$ cat src/sqc_pkg.sv
// Constants shared by the dual-channel conversion sequencer, its controller model and its testbench.
// Assumes a single 50 MHz system clock; all pin timing is converted to cycles here.
package sqc_pkg;

    // System clock period
    localparam int CLK_PERIOD_NS = 20;

    // Track-to-hold delay after the trigger edge (typical), and its cycle count
    localparam int APERTURE_NS   = 10;
    localparam int APERTURE_CYC  = ((APERTURE_NS + CLK_PERIOD_NS - 1) / CLK_PERIOD_NS < 1) ? 1 :
                                   (APERTURE_NS + CLK_PERIOD_NS - 1) / CLK_PERIOD_NS;

    // Conversion geometry
    localparam int RES_BITS      = 18;
    localparam int STEP_COUNT    = 19;
    localparam int STEP_W        = 5;
    localparam int WORD_W        = 2 * RES_BITS;

    // Step counter values
    localparam logic [STEP_W-1:0] STEP_IDLE = 5'h00;
    localparam logic [STEP_W-1:0] STEP_LAST = 5'h13;
    localparam logic [STEP_W-1:0] STEP_LSB  = 5'h12;
    localparam logic [STEP_W-1:0] STEP_ONE  = 5'h01;

    // Reset values and the trial start value
    localparam logic [RES_BITS-1:0] SAR_RESET   = 18'h00000;
    localparam logic [RES_BITS-1:0] TRIAL_RESET = 18'h00000;
    localparam logic [RES_BITS-1:0] TRIAL_MSB   = 18'h20000;
    localparam logic [WORD_W-1:0]   WORD_RESET  = 36'h000000000;

    // Sequencer states
    typedef enum logic [0:0] {
        SQC_TRACK = 1'b0,
        SQC_CONV  = 1'b1
    } sqc_state_type;

endpackage

$ cat src/sqc_skid_buffer.sv
// Two-entry buffer with valid/ready on both sides; outputs come from flip-flops.
// Assumes the filler honours in_ready and the drainer may hold out_ready low.
`timescale 1ns/10ps
module sqc_skid_buffer #(
    parameter int WIDTH = 36
) (
    input  wire logic             mclk,      // System clock
    input  wire logic             rst_n,     // Async reset, active low
    input  wire logic             ce,        // Clock enable
    input  wire logic             in_valid,  // Word offered
    output logic                  in_ready,  // Room for a word
    input  wire logic [WIDTH-1:0] in_data,   // Offered word
    output logic                  out_valid, // Word available
    input  wire logic             out_ready, // Drainer takes the word
    output logic [WIDTH-1:0]      out_data   // Word presented
);
    logic             out_valid_reg;
    logic             out_valid_next;
    logic [WIDTH-1:0] out_data_reg;
    logic [WIDTH-1:0] out_data_next;
    logic             sp_valid_reg;
    logic             sp_valid_next;
    logic [WIDTH-1:0] sp_data_reg;
    logic [WIDTH-1:0] sp_data_next;
    logic             take_in;

    always_comb begin
        take_in        = in_valid & ~sp_valid_reg;
        out_valid_next = out_valid_reg;
        out_data_next  = out_data_reg;
        sp_valid_next  = sp_valid_reg;
        sp_data_next   = sp_data_reg;
        if (!out_valid_reg || out_ready) begin
            if (sp_valid_reg) begin
                out_valid_next = 1'b1;
                out_data_next  = sp_data_reg;
                sp_valid_next  = 1'b0;
            end else begin
                out_valid_next = take_in;
                if (take_in) begin
                    out_data_next = in_data;
                end
            end
        end else if (take_in) begin
            // Drainer stalled: park the word in the spare slot
            sp_valid_next = 1'b1;
            sp_data_next  = in_data;
        end
    end

    always_ff @(posedge mclk or negedge rst_n) begin
        if (!rst_n) begin
            out_valid_reg <= 1'b0;
            out_data_reg  <= '0;
            sp_valid_reg  <= 1'b0;
            sp_data_reg   <= '0;
        end else if (ce) begin
            out_valid_reg <= out_valid_next;
            out_data_reg  <= out_data_next;
            sp_valid_reg  <= sp_valid_next;
            sp_data_reg   <= sp_data_next;
        end
    end

    assign in_ready  = ~sp_valid_reg;
    assign out_valid = out_valid_reg;
    assign out_data  = out_data_reg;
endmodule

$ cat src/sqc_sequencer.sv
// Dual-channel successive-approximation sequencer with serial and word outputs.
// Assumes trigger, bit clock and comparator levels arrive asynchronously on pins.
`timescale 1ns/10ps
module sqc_sequencer
    import sqc_pkg::*;
(
    input  wire logic                        mclk,             // 50 MHz system clock
    input  wire logic                        rst_n,            // Async reset, active low
    input  wire logic                        ce,               // Clock enable, freezes all state
    input  wire logic                        convert_trigger,  // Conversion trigger pin
    input  wire logic                        bit_step_clock,   // Bit step clock pin
    input  wire logic                        cmp_a,            // Channel A comparator, 1 keeps bit
    input  wire logic                        cmp_b,            // Channel B comparator, 1 keeps bit
    input  wire logic                        word_ready,       // Receiver takes result word
    output logic                             hold,             // Both channels in hold
    output logic [sqc_pkg::RES_BITS-1:0]     trial_bits,       // One-hot bit under test
    output logic [sqc_pkg::RES_BITS-1:0]     sar_a,            // Channel A kept bits
    output logic [sqc_pkg::RES_BITS-1:0]     sar_b,            // Channel B kept bits
    output logic                             sdata_a,          // Channel A serial data
    output logic                             sdata_b,          // Channel B serial data
    output logic                             word_valid,       // Result word available
    output logic [sqc_pkg::RES_BITS-1:0]     word_a,           // Channel A result
    output logic [sqc_pkg::RES_BITS-1:0]     word_b,           // Channel B result
    output logic                             overrun           // A result was lost
);
    import sqc_pkg::*;

    // Pin synchronisers; stage 1 feeds stage 2 only
    logic [3:0] sync1_reg;
    logic [3:0] sync2_reg;
    logic [1:0] prev_reg;
    logic       trig_evt;
    logic       bsc_evt;
    logic       cmp_a_s;
    logic       cmp_b_s;

    sqc_state_type          state_reg;
    sqc_state_type          state_next;
    logic [STEP_W-1:0]      step_reg;
    logic [STEP_W-1:0]      step_next;
    logic                   hold_reg;
    logic                   hold_next;
    logic [RES_BITS-1:0]    trial_reg;
    logic [RES_BITS-1:0]    trial_next;
    logic [RES_BITS-1:0]    sar_a_reg;
    logic [RES_BITS-1:0]    sar_a_next;
    logic [RES_BITS-1:0]    sar_b_reg;
    logic [RES_BITS-1:0]    sar_b_next;
    logic                   dec_a_reg;
    logic                   dec_a_next;
    logic                   dec_b_reg;
    logic                   dec_b_next;
    logic                   sdata_a_reg;
    logic                   sdata_a_next;
    logic                   sdata_b_reg;
    logic                   sdata_b_next;
    logic                   pend_valid_reg;
    logic                   pend_valid_next;
    logic [WORD_W-1:0]      pend_word_reg;
    logic [WORD_W-1:0]      pend_word_next;
    logic                   overrun_reg;
    logic                   overrun_next;
    logic                   pend_ready;
    logic                   buf_valid;
    logic [WORD_W-1:0]      buf_data;
    logic                   finish;

    always_ff @(posedge mclk or negedge rst_n) begin
        if (!rst_n) begin
            sync1_reg <= 4'h0;
            sync2_reg <= 4'h0;
            prev_reg  <= 2'h0;
        end else if (ce) begin
            sync1_reg <= {cmp_b, cmp_a, bit_step_clock, convert_trigger};
            sync2_reg <= sync1_reg;
            prev_reg  <= sync2_reg[1:0];
        end
    end

    assign trig_evt = ce & sync2_reg[0] & ~prev_reg[0];
    assign bsc_evt  = ce & sync2_reg[1] & ~prev_reg[1];
    assign cmp_a_s  = sync2_reg[2];
    assign cmp_b_s  = sync2_reg[3];

    always_comb begin
        state_next   = state_reg;
        step_next    = step_reg;
        hold_next    = hold_reg;
        trial_next   = trial_reg;
        sar_a_next   = sar_a_reg;
        sar_b_next   = sar_b_reg;
        dec_a_next   = dec_a_reg;
        dec_b_next   = dec_b_reg;
        sdata_a_next = sdata_a_reg;
        sdata_b_next = sdata_b_reg;
        finish       = 1'b0;
        if (trig_evt) begin
            // new conversion, both channels held together, fixed delay
            state_next = SQC_CONV;
            step_next  = STEP_IDLE;
            hold_next  = 1'b1;
            trial_next = TRIAL_MSB;
            sar_a_next = SAR_RESET;
            sar_b_next = SAR_RESET;
        end else if (bsc_evt && state_reg == SQC_CONV) begin
            // one bit per step, shared by both channels
            step_next  = step_reg + STEP_ONE;
            trial_next = trial_reg >> 1;
            if (step_reg < STEP_LSB) begin
                // MSB decided on the first edge
                sar_a_next = sar_a_reg | (cmp_a_s ? trial_reg : TRIAL_RESET);
                sar_b_next = sar_b_reg | (cmp_b_s ? trial_reg : TRIAL_RESET);
                // MSB inverted turns offset binary into two's complement
                dec_a_next = (step_reg == STEP_IDLE) ? ~cmp_a_s : cmp_a_s;
                dec_b_next = (step_reg == STEP_IDLE) ? ~cmp_b_s : cmp_b_s;
            end
            if (step_reg != STEP_IDLE) begin
                // serial bit one bit clock after its decision
                sdata_a_next = dec_a_reg;
                sdata_b_next = dec_b_reg;
            end
            if (step_reg == STEP_LSB) begin
                // 19th edge returns to track, further edges ignored
                state_next = SQC_TRACK;
                hold_next  = 1'b0;
                finish     = 1'b1;
            end
        end
    end

    // Result word waits here while the buffer is full
    always_comb begin
        pend_valid_next = pend_valid_reg;
        pend_word_next  = pend_word_reg;
        overrun_next    = overrun_reg;
        if (pend_valid_reg && pend_ready) begin
            pend_valid_next = 1'b0;
        end
        if (finish) begin
            if (pend_valid_reg && !pend_ready) begin
                overrun_next = 1'b1;
            end
            pend_valid_next = 1'b1;
            pend_word_next  = {~sar_b_reg[RES_BITS-1], sar_b_reg[RES_BITS-2:0],
                               ~sar_a_reg[RES_BITS-1], sar_a_reg[RES_BITS-2:0]};
        end
    end

    // rest in track with counter idle after reset
    always_ff @(posedge mclk or negedge rst_n) begin
        if (!rst_n) begin
            state_reg      <= SQC_TRACK;
            step_reg       <= STEP_IDLE;
            hold_reg       <= 1'b0;
            trial_reg      <= TRIAL_RESET;
            sar_a_reg      <= SAR_RESET;
            sar_b_reg      <= SAR_RESET;
            dec_a_reg      <= 1'b0;
            dec_b_reg      <= 1'b0;
            sdata_a_reg    <= 1'b0;
            sdata_b_reg    <= 1'b0;
            pend_valid_reg <= 1'b0;
            pend_word_reg  <= WORD_RESET;
            overrun_reg    <= 1'b0;
        end else if (ce) begin
            state_reg      <= state_next;
            step_reg       <= step_next;
            hold_reg       <= hold_next;
            trial_reg      <= trial_next;
            sar_a_reg      <= sar_a_next;
            sar_b_reg      <= sar_b_next;
            dec_a_reg      <= dec_a_next;
            dec_b_reg      <= dec_b_next;
            sdata_a_reg    <= sdata_a_next;
            sdata_b_reg    <= sdata_b_next;
            pend_valid_reg <= pend_valid_next;
            pend_word_reg  <= pend_word_next;
            overrun_reg    <= overrun_next;
        end
    end

    sqc_skid_buffer #(
        .WIDTH     (WORD_W)
    ) u_buffer (
        .mclk      (mclk),
        .rst_n     (rst_n),
        .ce        (ce),
        .in_valid  (pend_valid_reg),
        .in_ready  (pend_ready),
        .in_data   (pend_word_reg),
        .out_valid (buf_valid),
        .out_ready (word_ready),
        .out_data  (buf_data)
    );

    assign hold       = hold_reg;
    assign trial_bits = trial_reg;
    assign sar_a      = sar_a_reg;
    assign sar_b      = sar_b_reg;
    assign sdata_a    = sdata_a_reg;
    assign sdata_b    = sdata_b_reg;
    assign word_valid = buf_valid;
    assign word_a     = buf_data[RES_BITS-1:0];
    assign word_b     = buf_data[WORD_W-1:RES_BITS];
    assign overrun    = overrun_reg;
endmodule

$ cat config.mk
export PLATFORM = sky130hd
export DESIGN_NAME = sqc_sequencer
export DESIGN_NICKNAME = d
export VERILOG_FILES = /design/src/sqc_pkg.sv /design/src/sqc_skid_buffer.sv /design/src/sqc_sequencer.sv
export SDC_FILE = /design/constraint.sdc
export NUM_CORES = 1
export LEC_CHECK = 0
export ABC_AREA = 1
export ABC_CLOCK_PERIOD_IN_PS = 1550
export BUFFER_PORTS_ARGS = -buffer_cell sky130_fd_sc_hd__buf_2
export CORE_MARGIN = 2
export CORE_UTILIZATION = 50
export CTS_CLUSTER_SIZE = 12
export DETAILED_ROUTE_END_ITERATION = 12
export PLACE_DENSITY = 0.78
export SLEW_MARGIN = 40
export SYNTH_ARGS = -nofsm -noshare
export SYNTH_HDL_FRONTEND = slang
export SYNTH_SLANG_ARGS = --single-unit
$ cat constraint.sdc
create_clock -name mclk -period 1.55 [get_ports mclk]
set_input_delay 0.0775 -clock mclk [delete_from_list [all_inputs] [get_ports mclk]]
set_output_delay 0.0775 -clock mclk [all_outputs]
set_load 0.01 [all_outputs]
# == Word-level counts from Yosys, hierarchy flattened ==
# Index checks and enable logic that the tools add are counted.
# word_totals
register_bits,186
output_inout_bits,95
wordCells,90
# op_classes
add_sub_neg,1
magnitude_cmp,1
n_eq_ne,1
muxes,27
n_bitwise,16
reduce_logical,25
# op_table
operator,n
18-bit 2-to-1 mux,10
36-bit 2-to-1 mux,2
18-bit bitwise OR,2
3-bit AND reduction,5
1-bit 2-to-1 mux,13
2-bit nonzero test,6
5-bit 2-to-1 mux,2
2-bit AND reduction,5
1-bit NOT,9
4-bit AND reduction,2
"5-bit by 1-bit adder with 5-bit output, second input constant",1
1-bit AND,5
"5-bit equality test, second input constant",1
5-bit zero test,1
"5-bit less-than comparator, second input constant",1
5-bit nonzero test,1
1-bit logical AND,3
1-bit zero test,1
1-bit logical OR,1

# == Depth between registers and ports, before layout ==
# depth
depth_word,7
ltp_mapped,9
ltp_nobuf,8

# == Modules after synthesis ==
# From an unflattened synthesis, not the netlist that was laid out.
# unflattened
cells_unflattened,950
area_unflattened_um2,8185.4
# by_module_without_submodules
mod,n_inst,cells_per_inst,area_per_inst_um2
sqc_sequencer,1,506,4758.3
sqc_skid_buffer,1,444,3427.0

# == Least setup slack after synthesis ==
# Ideal clock, no wire load.
# synth_timing
path_type,flip-flop to flip-flop
startpoint,reg step_reg[0]
endpoint,reg pend_word_reg[26]
arrival_time_ns,1.245
required_time_ns,1.424
path_slack_ns,0.179
path_stages_with_launch,10
path_buffers,2
period_less_slack_ns,1.371
path_cell_list,dfrtp_1 -> inv_1 -> ha_1 -> nand2_1 -> nor2b_1 -> nand3_2 -> buf_6 -> buf_6 -> nand2_1 -> o21ai_0
# synth_between
elab_chain_len,5
# synth_rtl
element,line_no,source
from (decl),sqc_sequencer.sv:39,logic [STEP_W-1:0] step_reg;
from (signal assigned),sqc_sequencer.sv:167,step_reg <= step_next;
5-bit equality test,sqc_sequencer.sv:122,if (step_reg == STEP_LSB) begin
1-bit 2-to-1 mux,sqc_sequencer.sv:122,
1-bit 2-to-1 mux,sqc_sequencer.sv:105,end else if (bsc_evt && state_reg == SQC_CONV) begin
1-bit 2-to-1 mux,sqc_sequencer.sv:97,if (trig_evt) begin
2-bit AND reduction (no source line),-,
to (signal assigned),sqc_sequencer.sv:177,pend_word_reg <= pend_word_next;
to (decl),sqc_sequencer.sv:59,logic [WORD_W-1:0] pend_word_reg;
# No other way between the ends.
# A chain may end at the register's enable or synchronous reset.

# == Final worst setup path ==
# layout_timing
startpoint,reg step_reg[0]
endpoint,reg pend_word_reg[24]
# Same word-level chain as after synthesis.

==> metrics.cfg <==
[timing]
finalSetupViolCount=0
final.setup_skew_ps=10.3
final-max-slew-violation-count=0
fmaxAchievable_ghz=0.682
timing.final.crit_period_ps=1470
post-route-period-util_pct=94.7
timing.setup.tns_ps=0
worst_max_slew_pin_slew_ps=433
worst_case_hold_slack_ps=56.8
relSlewSlack_pct=71.2
postLayoutSetupSlackWorst_ps=82.9
timing.final.hold_violations=0

[synth]
synth_warnings=0
synthCells=921
synthDistinctLibCells=24
synth.cell_area_mm2=0.00793
synth.ff_latch_count=186
synth-seq-area-share_pct=58.7
synth_area_per_cell_um2=8.61
synth_fp_nets=932
ys.flop_type=sky130_fd_sc_hd__dfrtp_1
synth-edff-count=0
postSynth.asyncResetShare_pct=100

[die]
number_of_rows_created_at_floorplan=46
design.core.area_mm2=0.0157
die_area_mm2=0.0169
floorplan.initialDensity_pct=50.5
die-width_um=130
dieHeight_um=130
boundaryPins=103

[clock_tree]
number_of_buffers_added_by_the_clock_tree_synthesis_step=17
cts_max_level=4
cts_num_sinks=186
clock_path_buffers=2
clockRootBuffer=sky130_fd_sc_hd__clkbuf_16
path_clk_slew_ps=70
cts_tree=built
clk_latency_ps=440

[drt]
drt-vias-per-instance=5.21
route.met2.wl_um=9250
final_antenna_net_count=0
drt_first_iter_violations=681
dr_total_vias=6543
met3_wirelength_um=1080
post_drt_wl_per_cell_um=15.3
top_layer_used=met4
detail_route.wirelength.met1_um=8460
detail_route.drc_violations=0
first_drt_pass_iteration_count=5
wirelength_um=19200

[grt]
antenna_violations_before_repair=0
gr-usage-all-layers_pct=23.1
pin_count_of_the_biggest_net_entering_global_routing=73
global_route_wire_length_before_repair_um=30100
number_of_global_route_vias_before_repair=5791
grt.overflow.total=0

[critical_path]
timing.critical_path.from_type=flip-flop
sort_of_element_at_the_end_of_the_critical_path=flip-flop
critical_path.slowest_cell=sky130_fd_sc_hd__dfrtp_1
timing.critical_path.slowest_cell_delay_ps=390
critical-path-top-cell-by-count=sky130_fd_sc_hd__nand2_1
path_cells=inv_2 > ha_1 > nand2_1 > nor2b_2 > nand3_4 > buf_12 > nand2_1 > o21ai_0
timing.critical_path.required_ps=1870
path_class=flip-flop to flip-flop
worstPathArrival_ps=1780
timing.critical_path.fanout_max=26

[layout]
num_antenna_cells=0
fill_cells=1340
layout_overhead_on_the_synthesized_area_pct=20.3
finalNetCount=1039
layout.cells.most_common=sky130_fd_sc_hd__nand2_1
layout-drive-gt1-share_pct=18.4
final_design_area_no_fill_mm2=0.00954
layout_common_cells=sky130_fd_sc_hd__nand2_1, sky130_fd_sc_hd__dfrtp_1, sky130_fd_sc_hd__buf_2

[power]
power.static_leakage_nw=4.79
report.power.total_w=0.0110
irDropWorstVdd_v=0.000901
powerDensity_mw_per_mm2=1150

[placement]
routabilityCongestion=0.820
placedInstanceArea_mm2=0.00879
worst_slack_after_detailed_placement_ps=7.48
port_buffers=102
hpwl_after_detailed_placement_um=12800

[run]
maxCapViolCount=0

[run_status]
status=finished clean

[min_path]
worstHoldPathType=primary input to flip-flop

[worst paths after layout]
kind                                   start                    end  slack [ps]  cells past startpoint
worst min register to register  sync1_reg[2]           sync1_reg[2]         470                      2
worst max-delay path             step_reg[0]      pend_word_reg[24]          80                      8
worst max register to register   step_reg[0]      pend_word_reg[24]          80                      8
min in group asynchronous              rst_n  u_buffer.out_data[14]          80                      2
worst min-delay path              word_ready     u_buffer.out_valid          60                      6
max in group asynchronous              rst_n  u_buffer.sp_valid_reg         840                      3
[layer usage]
metal	vias up	track usage [%]
met4	0	8.16
met3	24	5.25
met2	227	36.2
met1	3133	32.1
met5	-	0
li1	3159	-
[synthesized netlist by cell type, types with 2 or more instances]
| master | instances | area (µm²) |
|---|---|---|
| sky130_fd_sc_hd__nand2_2 | 2 | 12.5 |
| sky130_fd_sc_hd__buf_1 | 2 | 7.51 |
| sky130_fd_sc_hd__nand3_2 | 3 | 30.0 |
| sky130_fd_sc_hd__nor2_2 | 2 | 12.5 |
| sky130_fd_sc_hd__buf_6 | 4 | 45.0 |
| sky130_fd_sc_hd__a21oi_1 | 14 | 70.1 |
| sky130_fd_sc_hd__dfrtp_1 | 186 | 4650 |
| sky130_fd_sc_hd__nand4_1 | 18 | 113 |
| sky130_fd_sc_hd__inv_1 | 93 | 349 |
| sky130_fd_sc_hd__o21ai_1 | 57 | 285 |
| sky130_fd_sc_hd__o21ai_0 | 100 | 500 |
| sky130_fd_sc_hd__o21ai_2 | 9 | 78.8 |
| sky130_fd_sc_hd__ha_1 | 3 | 37.5 |
| sky130_fd_sc_hd__nand2_1 | 319 | 1200 |
| sky130_fd_sc_hd__nor2_1 | 6 | 22.5 |
| sky130_fd_sc_hd__buf_4 | 6 | 45.0 |
| sky130_fd_sc_hd__clkbuf_1 | 17 | 63.8 |
| sky130_fd_sc_hd__nand3_1 | 52 | 260 |
| sky130_fd_sc_hd__inv_2 | 2 | 7.51 |
| sky130_fd_sc_hd__buf_2 | 22 | 110 |
[power breakdown]
group | internal [W] | switching (W) | leakage, nW | total [W]
registers | 0.00508 | 0.000236 | 2.56 | 0.00532
clock network | 0.00247 | 0.00194 | 0.283 | 0.00441
logic | 0.000460 | 0.000807 | 1.95 | 0.00127
total | 0.00801 | 0.00299 | 4.79 | 0.0110
[cells by family after synthesis]
logic type,after synthesis,share of synthesized area [%]
fa+ha+maj,3,0.473
buf+inv,147,7.98
simple gates,404,21.0
flops,186,58.7
compound gates,181,11.9
[final cells by class]
cell class	instances	area [µm²]	share of cell area [%]
timing repair buffer	140	981	10.3
sequential	186	4660	48.8
tap	216	270	2.83
multi-input combinational	588	2680	28.1
clock inverter	12	149	1.56
clock buffer	20	447	4.68
inverter	95	357	3.74
[through the flow]
step / std cells / util (%)
finish: 1257 / 60.7
global route: 1257 / 60.7
CTS: 1253 / 60.2
detailed placement: 1215 / 55.9
global placement: 1215 / 55.9
floorplan: 921 / -
[what timing repair did]
| item | 4_1_cts | 5_1_grt |
|---|---|---|
| endpoints found under the hold margin | 192 | 0 |
| gates cloned | 0 | 2 |
| pin swaps | 0 | 1 |
| resized for setup | 1 | 9 |
| hold buffers | 6 | 0 |
| buffers inserted | 0 | 2 |
| setup endpoints to repair | 2 | 63 |
[worst max-delay path, delay by kind of cell (launching register included)]
kind / cells / cell delay (ps)
simple gates: 4 / 470
flops: 1 / 390
buf+inv: 2 / 280
fa+ha+maj: 1 / 130
compound gates: 1 / 80
(Power assumes the default switching activity.)
